<file path="config.mk">
export PLATFORM = sky130hd
export DESIGN_NAME = csia_core
export DESIGN_NICKNAME = d
export VERILOG_FILES = /design/src/csia_pkg.sv /design/src/csia_core.sv
export SDC_FILE = /design/constraint.sdc
export NUM_CORES = 1
export LEC_CHECK = 0
export BUFFER_PORTS_ARGS = -buffer_cell sky130_fd_sc_hd__buf_4
export CAP_MARGIN = 30
export CORE_MARGIN = 4
export CORE_UTILIZATION = 38
export DETAILED_ROUTE_END_ITERATION = 10
export GPL_ROUTABILITY_DRIVEN = 1
export HOLD_SLACK_MARGIN = 0.12
export PLACE_DENSITY = 0.67
export SYNTH_ARGS = -nofsm -noshare
export SYNTH_HDL_FRONTEND = slang
export SYNTH_SLANG_ARGS = --single-unit
export TNS_END_PERCENT = 100
</file>
<file path="constraint.sdc">
create_clock -name hclk -period 5.65 [get_ports hclk]
set_clock_uncertainty 0.2 [all_clocks]
set_input_delay 0.2825 -clock hclk [delete_from_list [all_inputs] [get_ports hclk]]
set_output_delay 0.2825 -clock hclk [all_outputs]
set_load 0.01 [all_outputs]
</file>
<file path="src/csia_pkg.sv">
package csia_pkg;

	// ====================================================================
	// Register map, word aligned, byte addresses
	localparam logic [7:0] OFS_PTR0   = 8'h00;
	localparam logic [7:0] OFS_PTR1   = 8'h04;
	localparam logic [7:0] OFS_ARITH  = 8'h08;
	localparam logic [7:0] OFS_CPUST  = 8'h0C;

	// ====================================================================
	// Field positions
	localparam int PTR1_MODE_LSB = 6;
	localparam int PTR0_MODE_LSB = 4;
	localparam int ROOM_BIT      = 0;

	// ====================================================================
	// Reset values and sizes
	localparam logic [3:0] SP_RST    = 4'h0;
	localparam logic [3:0] SP_TOP    = 4'hF;
	localparam logic [3:0] MODE_RST  = 4'h0;
	localparam logic [7:0] PTR_RST   = 8'h00;
	localparam int         STK_DEPTH = 16;

	// ====================================================================
	// Data addresses of the two indirect ports (arbitrary defaults)
	localparam logic [7:0] IND_PORT0_ADDR = 8'h00;
	localparam logic [7:0] IND_PORT1_ADDR = 8'h08;

	// ====================================================================
	// Step mode encoding
	localparam logic [1:0] STEP_DEC = 2'b00;
	localparam logic [1:0] STEP_INC = 2'b01;

	// ====================================================================
	// AHB encodings
	localparam logic [1:0] HTRANS_NONSEQ = 2'b10;

	// Indirect access request from the execution path
	typedef struct packed {
		logic       vld;
		logic       sel;
		logic       wr;
		logic [7:0] wdata;
	} csia_acc_t;

	// Data memory request towards the file
	typedef struct packed {
		logic       rd;
		logic       wr;
		logic [7:0] bank;
		logic [7:0] addr;
		logic [7:0] wdata;
	} csia_mem_t;

	// Whole state of the block
	typedef struct packed {
		logic [15:0][15:0] stk;
		logic [3:0]        sp;
		logic              lock;
		logic [7:0]        p0;
		logic [7:0]        p1;
		logic [3:0]        mode;
		logic [7:0]        rdat;
		logic              nul;
		logic              dph;
		logic              dwr;
		logic [7:0]        daddr;
	} csia_state_t;

endpackage

</file>
<file path="src/csia_core.sv">
module csia_core (
	input  wire logic                 hclk,
	input  wire logic                 hresetn,
	input  wire logic                 hsel,
	input  wire logic [31:0]          haddr,
	input  wire logic [1:0]           htrans,
	input  wire logic                 hwrite,
	input  wire logic [2:0]           hsize,
	input  wire logic [31:0]          hwdata,
	input  wire logic                 hready,
	output logic      [31:0]          hrdata,
	output logic                      hreadyout,
	output logic                      hresp,
	input  wire logic                 push,
	input  wire logic                 pop,
	input  wire logic [15:0]          push_pc,
	output logic      [15:0]          pop_pc,
	output logic                      stack_room_flag,
	input  wire logic [7:0]           bank_select,
	input  wire csia_pkg::csia_acc_t  acc,
	output csia_pkg::csia_mem_t       mem,
	input  wire logic [7:0]           mem_rdata,
	output logic      [7:0]           ind_rdata,
	output logic                      result_null_set
);

	// ====================================================================
	// State
	csia_pkg::csia_state_t state_ff;
	csia_pkg::csia_state_t nxt_state;

	logic [7:0] cur_ptr;
	logic       ptr_null;
	logic       bus_wr;
	logic [3:0] sp_dn;

	// Post-access step; wraps naturally at eight bits
	function automatic logic [7:0] step_ptr(input logic [7:0] p, input logic [1:0] m);
		logic [7:0] r;
		r = p;
		if (m == csia_pkg::STEP_DEC) begin
			r = p - 8'h01;
		end else if (m == csia_pkg::STEP_INC) begin
			r = p + 8'h01;
		end
		return r;
	endfunction

	// ====================================================================
	// Indirect path, resolved in the same cycle as the request
	assign cur_ptr  = acc.sel ? state_ff.p1 : state_ff.p0;
	assign ptr_null = (cur_ptr == 8'h00)
		|| (cur_ptr == csia_pkg::IND_PORT0_ADDR)
		|| (cur_ptr == csia_pkg::IND_PORT1_ADDR);
	assign sp_dn    = state_ff.sp - 4'h1;

	// Memory strobes are gated so null targets never touch the file
	always_comb begin
		mem.rd    = acc.vld && !acc.wr && !ptr_null;
		mem.wr    = acc.vld && acc.wr && !ptr_null;
		mem.bank  = bank_select;
		mem.addr  = cur_ptr;
		mem.wdata = acc.wdata;
	end

	assign bus_wr = state_ff.dph && state_ff.dwr;

	// ====================================================================
	// Next state
	always_comb begin
		nxt_state = state_ff;
		nxt_state.nul = 1'b0;

		// Stack; simultaneous push and pop cancel out
		if (push && !pop) begin
			nxt_state.stk[state_ff.sp] = push_pc;
			nxt_state.sp = state_ff.sp + 4'h1;
			if (state_ff.sp == csia_pkg::SP_TOP) begin
				nxt_state.lock = 1'b1;
			end
		end else if (pop && !push) begin
			nxt_state.sp = sp_dn;
		end

		// Indirect access: result lands in flops one cycle on
		if (acc.vld) begin
			if (!acc.wr) begin
				nxt_state.rdat = ptr_null ? 8'h00 : mem_rdata;
				nxt_state.nul  = ptr_null;
			end
			if (acc.sel) begin
				nxt_state.p1 = step_ptr(state_ff.p1,
					state_ff.mode[3:2]);
			end else begin
				nxt_state.p0 = step_ptr(state_ff.p0,
					state_ff.mode[1:0]);
			end
		end

		// Software write wins over a same-cycle step of that pointer
		if (bus_wr) begin
			case (state_ff.daddr)
				csia_pkg::OFS_PTR0: begin
					nxt_state.p0 = hwdata[7:0];
				end
				csia_pkg::OFS_PTR1: begin
					nxt_state.p1 = hwdata[7:0];
				end
				csia_pkg::OFS_ARITH: begin
					nxt_state.mode = hwdata[7:4];
				end
				default: begin
					nxt_state.lock = nxt_state.lock;
				end
			endcase
		end

		// Address phase capture; only word slots matter
		nxt_state.dph = hsel && hready && (htrans == csia_pkg::HTRANS_NONSEQ);
		if (hsel && hready) begin
			nxt_state.dwr   = hwrite;
			nxt_state.daddr = haddr[7:0];
		end
	end

	// ====================================================================
	// Registers
	always_ff @(posedge hclk or negedge hresetn) begin
		if (!hresetn) begin
			state_ff       <= '0;
			state_ff.sp    <= csia_pkg::SP_RST;
			state_ff.lock  <= 1'b0;
			state_ff.p0    <= csia_pkg::PTR_RST;
			state_ff.p1    <= csia_pkg::PTR_RST;
			state_ff.mode  <= csia_pkg::MODE_RST;
		end else begin
			state_ff <= nxt_state;
		end
	end

	// ====================================================================
	// Outputs
	// Only pc enters the stack; the high latch is not even visible here
	assign pop_pc          = state_ff.stk[sp_dn];
	assign stack_room_flag = !state_ff.lock
		&& (state_ff.sp != csia_pkg::SP_TOP);
	assign ind_rdata       = state_ff.rdat;
	assign result_null_set = state_ff.nul;
	assign hreadyout       = 1'b1;
	assign hresp           = 1'b0;

	// Read mux looks at live flops so a write just before is seen
	always_comb begin
		hrdata = 32'h0000_0000;
		if (state_ff.dph && !state_ff.dwr) begin
			case (state_ff.daddr)
				csia_pkg::OFS_PTR0: begin
					hrdata[7:0] = state_ff.p0;
				end
				csia_pkg::OFS_PTR1: begin
					hrdata[7:0] = state_ff.p1;
				end
				csia_pkg::OFS_ARITH: begin
					hrdata[7:4] = state_ff.mode;
				end
				csia_pkg::OFS_CPUST: begin
					hrdata[csia_pkg::ROOM_BIT] = stack_room_flag;
				end
				default: begin
					hrdata = 32'h0000_0000;
				end
			endcase
		end
	end
endmodule

</file>
==> impl_metrics.env, run 1 <==
export IMPL_synthAdderAreaFrac=0.008391
export IMPL_ys_seq_area_frac=0.5034
export IMPL_ios=205
export IMPL_maxSlewViolCount=0
export IMPL_yosys_area_top_type_share=0.5034
export IMPL_slew_headroom=0.3837
export IMPL_reg2reg_setup_slack_ns=2.72
export IMPL_core_rowCount=72
export IMPL_power_total_uw=10290
export IMPL_ant_nets=0
export IMPL_final_nets=1422
export IMPL_numCtsBuffers=30
export IMPL_synth_xor_area_frac=0.01527
export IMPL_worstReg2RegStart="state_ff[40]$_DFFE_PN0P_"
export IMPL_die_h_um=206.1
export IMPL_dp_cells=1712
export IMPL_start_util=0.3849
export IMPL_grt_usage=0.1666
export IMPL_max_freq_ghz=0.2285
export IMPL_vias=9726
export IMPL_synth_seq_cells=300
export IMPL_syn_area_um2=14910
export IMPL_mostFrequentLayoutCell="dfrtp_1"
export IMPL_r2r_cells=5
export IMPL_grt_pass1_vias=10040
export IMPL_final_cell_mix="299 x dfrtp_1, 283 x mux2_2, 148 x nand2_1"
export IMPL_grt_max_degree=173
export IMPL_cts_sinks=300
export IMPL_antenna_found_initial=0
export IMPL_postSynthCellCount=1189
export IMPL_synth_area_per_cell_um2=12.54
export IMPL_synth_cell_types=50
export IMPL_setup_violations_final=0
export IMPL_io_buffers=95
export IMPL_vias_per_cell=5.306
export IMPL_yosysTopAreaCell="dfrtp_1"
export IMPL_tns_ns=0
export IMPL_dp_slack_ns=1.835
export IMPL_place_congestion=0.8766
export IMPL_clockBufferDepth=3
export IMPL_synth_compound_area_share=0.03927
export IMPL_yosys_warnings=0
export IMPL_arrival_ns=3.89
export IMPL_synth_enable_flop_cells=0
export IMPL_clk_pin_slew_ns=0.06
export IMPL_status="completed"
export IMPL_ys_async_sr_fraction=1.000
export IMPL_dp_hpwl_um=22010
export IMPL_core_area_um2=38740
export IMPL_synth_area_leaders="dfrtp_1 50%, mux2_2 21%, mux4_2 4.8%"
export IMPL_die_w_um=206.1
export IMPL_cp_max_fo=28
export IMPL_cts_resized=0
export IMPL_drt_wl_total_um=35680
export IMPL_synthSimpleGateAreaFrac=0.08869
export IMPL_cap_viol_max_count=0
export IMPL_drt_initial_drc_count=655
export IMPL_syn_to_final_growth_pct=17.38
export IMPL_route_detailed_drc=0
export IMPL_synth_top_family_by_area="multiplexers"
export IMPL_antenna_cells=0
export IMPL_firstDrtPassIters=5
export IMPL_wl_per_cell_um=19.47
export IMPL_synth_mux_area_frac=0.2902
export IMPL_peakVddDrop_mv=0.3313
export IMPL_p_per_area_nw_per_um2=588.2
export IMPL_fin_util=0.4518
export IMPL_synth_flop_cell="dfrtp_1"
export IMPL_grt_first_pass_wirelength_um=56550
export IMPL_tightestPinTransition_ns=0.9245
export IMPL_layout_min_cycle_time_ns=4.377
export IMPL_cts_root_buf="clkbuf_16"
export IMPL_start_kind="register"
export IMPL_rsz0062_at_grt="false"
export IMPL_die_area_um2=42480
export IMPL_finalHoldViolCount=0
export IMPL_final_cells=1833
export IMPL_hp_class="primary input to asynchronous set/reset pin"
export IMPL_path_class="register to primary output"
export IMPL_fillerInstances=3437
export IMPL_reg2reg_to="state_ff[189]$_DFFE_PN0P_"
export IMPL_required_ns=5.17
export IMPL_clk_latency_ns=0.55
export IMPL_gr_total_overflow=0
export IMPL_power_leakage_uw=0.007898
export IMPL_cts_tree="done"
export IMPL_endpoint_kind="primary output"
export IMPL_period_share=0.7747
export IMPL_drive_gt1_frac=0.3863
export IMPL_cts_max_level=1
export IMPL_worst_slack_ns=1.273
==> metrics by stage <==
stage / area (um^2) / hold slack, ns
finish: 17500 / 0.1493
global route: 17500 / 0.1610
CTS: 17500 / 0.1505
detailed placement: 15850 / 0.07321
global placement: 15790 / 0.06912
floorplan: 15000 / -0.2131
==> worst max path at each step <==
| stage | cells after the start | to | startpoint | slack (ns) |
|---|---|---|---|---|
| after floorplan | 9 | pop_pc[10] | state_ff[40]$_DFFE_PN0P_ | 3.01 |
| after global placement | 8 | pop_pc[14] | state_ff[41]$_DFFE_PN0P_ | 1.87 |
| after detailed placement | 8 | pop_pc[14] | state_ff[41]$_DFFE_PN0P_ | 1.84 |
| after CTS | 8 | pop_pc[14] | state_ff[41]$_DFFE_PN0P_ | 1.25 |
| after global routing | 8 | pop_pc[14] | state_ff[41]$_DFFE_PN0P_ | 1.14 |
| final | 8 | pop_pc[14] | state_ff[41]$_DFFE_PN0P_ | 1.27 |
==> state kept, by name (all words and copies together), names as in the netlist <==
signal           flops
state_ff           291
ind_rdata            8
result_null_set      1
==> critical path, cell delays in order, from the launching register on <==
cell and delay (ns):
dfrtp_1 0.47, inv_1 0.13, ha_1 0.61, buf_4 0.50, nor2b_1 0.68, buf_4 0.33, nand3_1 0.09, a32o_1 0.32
buf_4 0.17
==> report_power, final <==
part	internal [uW]	leakage, uW	switching, uW	total, uW
Clock	1120	0.000486	820	1940
Sequential	3070	0.00381	601	3670
Combinational	2330	0.00360	2360	4680
Total	6520	0.00790	3780	10300
==> per-layer routing <==
layer | track usage | vias up | share of wire
met3 | 0.02056 | 60 | 0.052
met1 | 0.2160 | 5032 | 0.42
met2 | 0.2980 | 261 | 0.51
met4 | 0.04040 | 0 | 0.019
met5 | 0 | - | 0
li1 | - | 4373 | -
==> cells in the mapped netlist, types with 2 or more instances <==
cell and count:
a21oi_1 16, xnor2_1 12, clkbuf_1 36, nor4_1 3
nand2b_1 7, buf_4 53, nand4_1 5, xor2_1 9
dfrtp_1 300, o21ai_0 15, inv_1 8, nand4b_1 2
and4b_1 2, o211ai_1 2, buf_6 3, nand2_1 148
ha_1 10, a221oi_1 9, and2_1 2, or4_1 3
nand3b_1 2, nor2_1 29, nor3_1 10, buf_1 7
a32o_1 16, nor2b_1 5, a221oi_2 9, mux2i_1 42
conb_1 2, buf_2 37, mux2_2 283, nor3_2 4
mux4_2 32, nand3_1 43, nand3_2 8
==> timing repair <==
item / CTS / global route
buffers inserted: 0 / 0
setup endpoints to repair: 0 / 0
hold buffers: 67 / 0
hold endpoints to repair: 363 / 0
==> cell families after synthesis <==
family | after synthesis
mux | 357
flops | 300
simple gates | 280
buf+inv | 144
compound gates | 73
xor+xnor | 23
fa+ha+maj | 10
other cells | 2
==> layout make-up <==
type / instances / area, um^2 / share of cell area
Sequential cell: 300 / 7508 / 0.4290
Multi-Input combinational cell: 769 / 6711 / 0.3834
Timing Repair Buffer: 184 / 1639 / 0.09365
Clock buffer: 46 / 922.1 / 0.05268
Tap cell: 518 / 648.1 / 0.03703
Clock inverter: 8 / 43.79 / 0.002502
Inverter: 8 / 30.03 / 0.001716
No activity file was read; power rests on OpenSTA's default activity.
==> run 2, diff against run 1 <==
==> constraint.sdc (replaced) <==
create_clock -name hclk -period 4.1 [get_ports hclk]
set_clock_uncertainty 0.2 [all_clocks]
set_input_delay 0.205 -clock hclk [delete_from_list [all_inputs] [get_ports hclk]]
set_output_delay 0.205 -clock hclk [all_outputs]
set_load 0.01 [all_outputs]
==> run 2 against run 1 <==
  * Cell area rose by 0.85%
  * Global-route usage rose by 0.31 points
  * Core utilization rose by 0.38 points
  * Clock power rose by 42%
  * Non-clock buffer count rose by 14
  * Sequential power rose by 38%
  * Sequential share of layout area fell by 0.36 points
  * Worst setup slack got worse by 0.70 ns
  * Via count rose by 0.42%
  * Power rose by 39%
  * Highest routed layer unchanged
==> impl_metrics.env, run 2 (same netlist as run 1, synthesis figures left out) <==
export IMPL_cts_root_buf="clkbuf_16"
export IMPL_rsz0062_at_grt="false"
export IMPL_firstDrtPassIters=5
export IMPL_numCtsBuffers=31
export IMPL_max_freq_ghz=0.2833
export IMPL_layout_min_cycle_time_ns=3.530
export IMPL_final_nets=1437
export IMPL_holdWs_ns=0.1243
export IMPL_die_w_um=206.1
export IMPL_top_usage_layer="met2"
export IMPL_period_share=0.8609
export IMPL_max_stage_delay_ns=0.67
export IMPL_top_register="state_ff"
export IMPL_gr_usage_met3=0.01789
export IMPL_slew_headroom=0.4614
export IMPL_ios=205
export IMPL_peakVddDrop_mv=0.5829
export IMPL_antenna_cells=0
export IMPL_seqCellArea_um2=7508
export IMPL_met1_usage=0.2140
export IMPL_clk_pin_slew_ns=0.06
export IMPL_endpoint_kind="primary output"
export IMPL_gr_total_overflow=0
export IMPL_grt_usage=0.1697
export IMPL_drt_initial_drc_count=506
export IMPL_ant_nets=0
export IMPL_path_buf_inv=3
export IMPL_vias_per_cell=5.277
export IMPL_switching_share=0.3679
export IMPL_arrival_ns=3.12
export IMPL_drt_wl_total_um=36430
export IMPL_cp_max_fo=13
export IMPL_start_kind="register"
export IMPL_cap_viol_max_count=0
export IMPL_cts_tree="done"
export IMPL_cts_sinks=300
export IMPL_setup_violations_final=0
export IMPL_fin_util=0.4557
export IMPL_die_area_um2=42480
export IMPL_start_util=0.3849
export IMPL_core_rowCount=72
export IMPL_p_per_area_nw_per_um2=812.3
export IMPL_final_cell_mix="299 x dfrtp_1, 283 x mux2_2, 148 x nand2_1"
export IMPL_clockPowerShare=0.193
export IMPL_required_ns=3.69
export IMPL_tns_ns=0
export IMPL_crit_path_top_delay_cell="ha_1"
export IMPL_clockBufferDepth=3
export IMPL_cp_top_family="adder cells"
export IMPL_fillerInstances=3424
export IMPL_tightestPinTransition_ns=0.8079
export IMPL_cts_resized=0
export IMPL_route_detailed_drc=0
export IMPL_worstReg2RegStart="state_ff[40]$_DFFE_PN0P_"
export IMPL_path_cells="inv_1 > ha_1 > buf_4 > mux4_2 > nand2_1 > nand2_1 > a32o_1 > buf_4"
export IMPL_mostFrequentLayoutCell="dfrtp_1"
export IMPL_status="completed"
export IMPL_p_switching_uw=5275
export IMPL_wl_per_cell_um=19.68
export IMPL_p_int_uw=9064
export IMPL_setup_worst_path_start="state_ff[41]$_DFFE_PN0P_"
export IMPL_combPwrFrac=0.454
export IMPL_drive_gt1_frac=0.3826
export IMPL_hp_class="primary input to asynchronous set/reset pin"
export IMPL_vias=9767
export IMPL_multi_input_area_um2=6711
export IMPL_syn_to_final_growth_pct=18.38
export IMPL_finalHoldViolCount=0
export IMPL_grtUsageMet2=0.3072
export IMPL_grt_pass1_vias=10220
export IMPL_maxSlewViolCount=0
export IMPL_io_buffers=95
export IMPL_dp_hpwl_um=21940
export IMPL_die_h_um=206.1
export IMPL_largest_register_ffs=291
export IMPL_place_congestion=0.8945
export IMPL_r2r_cells=4
export IMPL_power_leakage_uw=0.007952
export IMPL_grt_first_pass_wirelength_um=57460
export IMPL_path_class="register to primary output"
export IMPL_grt_max_degree=88
export IMPL_p_seq_frac=0.353
export IMPL_cts_max_level=1
export IMPL_antenna_found_initial=0
export IMPL_crit_cells=8
export IMPL_clk_latency_ns=0.56
export IMPL_core_area_um2=38740
## run 2: cell count changes in the layout (fill, tap and decap cells not counted), sizes merged
cell and change:
dlygate4sd3 +11, buf +3, clkinvlp +3, bufinv +2
clkinv -2, inv +1
## run 2: worst min-delay path: stages
cell and delay, ns:
dlygate4sd3_1 0.56, buf_8 0.18, buf_12 0.32
## run 2: worst paths after layout
check | to | slack [ns]
worst max-delay path | pop_pc[8] | 0.57
worst min-delay path | state_ff[162]$_DFFE_PN0P_ | 0.12
worst max register to register | state_ff[169]$_DFFE_PN0P_ | 1.26
worst min register to register | state_ff[197]$_DFFE_PN0P_ | 0.30
max in group asynchronous | state_ff[284]$_DFFE_PN0P_ | 3.08
min in group hclk | mem[18] | 0.21
## run 2: power by group through the flow
stage,combinational (uW),clock [uW],sequential (uW)
after detailed placement,6460,0,5080
after floorplan,4710,0,4730
final,6510,2760,5060
after CTS,6600,2820,5040
after global placement,6370,0,5000
after global routing,7040,2950,5210
## run 2: cell type report
cell class,count,share of cell area
Tap cell,518,0.03672
Timing Repair Buffer,198,0.09952
Inverter,8,0.001701
Clock inverter,12,0.007088
Clock buffer,46,0.04940
Sequential cell,300,0.4254
Multi-Input combinational cell,769,0.3802
## run 2: routing by layer
metal,up-vias,wire (um)
met5,-,0
met4,0,1042
met3,67,1485
met2,236,18750
met1,5065,15150
li1,4399,-
## run 2: metrics by stage
step / total power [uW] / cell area [um^2] / cells / worst slack (ns)
after floorplan: 9441 / 15000 / 1213 / 1.541
after global placement: 11370 / 15860 / 1715 / 1.126
after detailed placement: 11540 / 15860 / 1715 / 1.117
after CTS: 14460 / 17650 / 1851 / 0.5150
after global routing: 15200 / 17650 / 1851 / 0.4042
final: 14340 / 17650 / 1851 / 0.5703
## run 2: repair_timing
item / in CTS / in global routing
hold endpoints to repair: 526 / 0
hold buffers: 78 / 0
setup buffers: 0 / 0
==> run 3, diff against run 2 <==
--- a/config.mk
+++ b/config.mk
@@ -5,12 +5,13 @@
 export SDC_FILE = /design/constraint.sdc
 export NUM_CORES = 1
 export LEC_CHECK = 0
+export ABC_AREA = 1
 export BUFFER_PORTS_ARGS = -buffer_cell sky130_fd_sc_hd__buf_4
 export CAP_MARGIN = 30
 export CORE_MARGIN = 4
 export CORE_UTILIZATION = 38
 export DETAILED_ROUTE_END_ITERATION = 10
-export GPL_ROUTABILITY_DRIVEN = 1
+export GPL_ROUTABILITY_DRIVEN = 0
 export HOLD_SLACK_MARGIN = 0.12
 export PLACE_DENSITY = 0.67
 export SYNTH_ARGS = -nofsm -noshare
==> run 3 against run 2 <==
  * Die area fell by 1.7%
  * Final cell count grew 32%
  * Sequential power shrank 3%
  * Via count is 29% higher
  * Worst setup slack lost 0.16 ns
  * Register-to-register slack got worse by 0.07 ns
  * Cell area fell by 0.67%
  * Routed wire length rose by 8.3%
  * Non-clock buffer count rose by 2
  * Sequential share of layout area increased by 0.30 points
  * Power down 1.4%
  * Critical path type unchanged
  * Critical endpoint is now pop_pc[4]
==> impl_metrics.env, run 3 <==
export IMPL_required_ns=3.69
export IMPL_synth_flop_cell="dfrtp_1"
export IMPL_numCtsBuffers=35
export IMPL_fillerInstances=3618
export IMPL_power_total_uw=14140
export IMPL_cts_max_level=2
export IMPL_arrival_ns=3.28
export IMPL_p_int_uw=8262
export IMPL_peakVddDrop_mv=0.5947
export IMPL_synth_cell_types=32
export IMPL_die_area_um2=41750
export IMPL_gr_total_overflow=0
export IMPL_firstDrtPassIters=5
export IMPL_grt_usage=0.1884
export IMPL_synth_enable_flop_cells=0
export IMPL_switching_share=0.4158
export IMPL_endpoint_kind="primary output"
export IMPL_antenna_cells=0
export IMPL_die_w_um=204.3
export IMPL_path_class="register to primary output"
export IMPL_power_leakage_uw=0.008250
export IMPL_cap_viol_max_count=0
export IMPL_core_area_um2=37840
export IMPL_maxSlewViolCount=0
export IMPL_cts_tree="done"
export IMPL_clockPowerShare=0.207
export IMPL_grt_first_pass_wirelength_um=64860
export IMPL_syn_to_final_growth_pct=19.71
export IMPL_dp_hpwl_um=24460
export IMPL_period_share=0.8996
export IMPL_core_rowCount=71
export IMPL_clk_latency_ns=0.52
export IMPL_synthMostInstantiatedCell="nand2_1"
export IMPL_hp_class="primary input to asynchronous set/reset pin"
export IMPL_synth_area_per_cell_um2=8.022
export IMPL_wl_per_cell_um=16.11
export IMPL_yosys_warnings=0
export IMPL_grt_pass1_vias=12280
export IMPL_synth_seq_cells=300
export IMPL_final_cell_mix="405 x nand2_1, 389 x o21ai_0, 299 x dfrtp_1"
export IMPL_setup_violations_final=0
export IMPL_cts_resized=0
export IMPL_slew_headroom=0.3323
export IMPL_p_per_area_nw_per_um2=806.6
export IMPL_max_freq_ghz=0.2711
export IMPL_drive_gt1_frac=0.09964
export IMPL_largest_register_ffs=291
export IMPL_grt_max_degree=102
export IMPL_antenna_found_initial=0
export IMPL_route_detailed_drc=0
export IMPL_final_nets=2044
export IMPL_dpl_cell_area_um2=15680
export IMPL_vias_per_cell=5.136
export IMPL_tns_ns=0
export IMPL_finalHoldViolCount=0
export IMPL_status="completed"
export IMPL_post_cts_buffers=0
export IMPL_die_h_um=204.3
export IMPL_mostFrequentLayoutCell="nand2_1"
export IMPL_io_buffers=95
export IMPL_ys_seq_area_frac=0.5125
export IMPL_postSynthCellCount=1826
export IMPL_final_area_um2=17530
export IMPL_p_seq_frac=0.347
export IMPL_start_util=0.3871
export IMPL_p_switching_uw=5881
export IMPL_clk_pin_slew_ns=0.06
export IMPL_ios=205
export IMPL_yosysTopAreaCell="dfrtp_1"
export IMPL_synth_common_cells="405 x nand2_1, 389 x o21ai_0, 300 x dfrtp_1, 190 x nor2_1, 111 x inv_1"
export IMPL_synth_area_leaders="dfrtp_1 51%, o21ai_0 13%, nand2_1 10%"
export IMPL_top_register="state_ff"
export IMPL_rsz0062_at_grt="false"
export IMPL_cts_root_buf="clkbuf_16"
export IMPL_cts_sinks=300
export IMPL_fin_util=0.4633
export IMPL_layout_min_cycle_time_ns=3.688
export IMPL_drt_initial_drc_count=1188
export IMPL_drt_wl_total_um=39430
export IMPL_ant_nets=0
export IMPL_yosys_area_top_type_share=0.5125
export IMPL_combPwrFrac=0.446
export IMPL_clockBufferDepth=3
export IMPL_vias=12570
export IMPL_start_kind="register"
export IMPL_hold_buffers=75
export IMPL_tightestPinTransition_ns=1.002
export IMPL_ys_async_sr_fraction=1.000
export IMPL_syn_area_um2=14650
export IMPL_cp_max_fo=28
## run 3: cell types whose count changed after synthesis, moves of 16 or more
cell	change
nor2_1	+161
inv_1	+103
o22ai_1	+32
o21ai_0	+374
mux2i_1	-42
o211ai_1	+45
a32o_1	-16
mux2_2	-277
nand2_1	+257
mux4_2	-32
clkbuf_1	+47
a21oi_1	+57
## run 3: logic make-up (layout without fill, tap and decap cells)
logic type	count (synthesis)	count (layout)	share of synthesized area
compound gates	548	548	0.1989
buf+inv	288	375	0.09054
xor+xnor	9	9	0.005894
flops	300	300	0.5125
other cells	2	26	0.0005127
simple gates	663	663	0.1784
fa+ha+maj	10	10	0.008542
mux	6	6	0.004612
## run 3: worst paths after layout
path	cells after the start	endpoint	from	slack, ns
hold / removal	2	state_ff[258]$_DFFE_PN0P_	hresetn	0.13
max in group asynchronous	3	state_ff[101]$_DFFE_PN0P_	hresetn	2.57
setup / recovery	8	pop_pc[4]	state_ff[41]$_DFFE_PN0P_	0.41
min in group hclk	3	state_ff[0]$_DFFE_PN0P_	hready	0.18
setup reg to reg	8	ind_rdata[5]$_DFFE_PN0P_	state_ff[31]$_DFF_PN0_	1.19
hold reg to reg	2	state_ff[39]$_DFFE_PN0P_	state_ff[39]$_DFFE_PN0P_	0.25
## run 3: final cells by class
class / count / area, um^2 / area share
sequential: 300 / 7511 / 0.4284
inverter: 116 / 436.7 / 0.02490
timing repair buffer: 200 / 1957 / 0.1116
tap: 511 / 639.4 / 0.03646
multi-input combinational: 1262 / 5914 / 0.3373
clock buffer: 53 / 1003 / 0.05723
clock inverter: 6 / 72.57 / 0.004139
## run 3: per-layer routing
| metal | up-vias | wire [um] | part of all wire | global-route usage |
|---|---|---|---|---|
| li1 | 6109 | - | - | - |
| met1 | 6000 | 18290 | 0.46 | 0.2698 |
| met2 | 411 | 17920 | 0.45 | 0.3034 |
| met3 | 54 | 2576 | 0.065 | 0.02920 |
| met4 | 0 | 638 | 0.016 | 0.04379 |
| met5 | - | 0 | 0 | 0 |
## run 3: critical path, stage by stage, from the launching register on
cell and delay [ns]:
dfrtp_1 0.41, inv_1 0.14, ha_1 0.24, xnor2_1 0.50, inv_2 0.42, buf_4 0.32, o211ai_1 0.36, nand2_1 0.16
buf_4 0.18
## run 3: power by group through the flow
stage / clock network [uW] / logic [uW] / registers (uW)
4_1_cts: 3000 / 6300 / 4900
3_5_place_dp: 0 / 6170 / 4940
5_1_grt: 3130 / 7140 / 5050
6_report: 2920 / 6310 / 4910
3_3_place_gp: 0 / 6000 / 4890
2_1_floorplan: 0 / 4210 / 4730
## run 3: through the flow
| step | setup WS (ns) | hold WS [ns] | instances |
|---|---|---|---|
| final | 0.4117 | 0.1282 | 2448 |
| after global routing | 0.2605 | 0.2100 | 2448 |
| after CTS | 0.4491 | 0.1553 | 2447 |
| after detailed placement | 1.017 | 0.1166 | 2313 |
| after global placement | 1.036 | 0.1083 | 2301 |
| after floorplan | 1.372 | -0.2906 | 1850 |
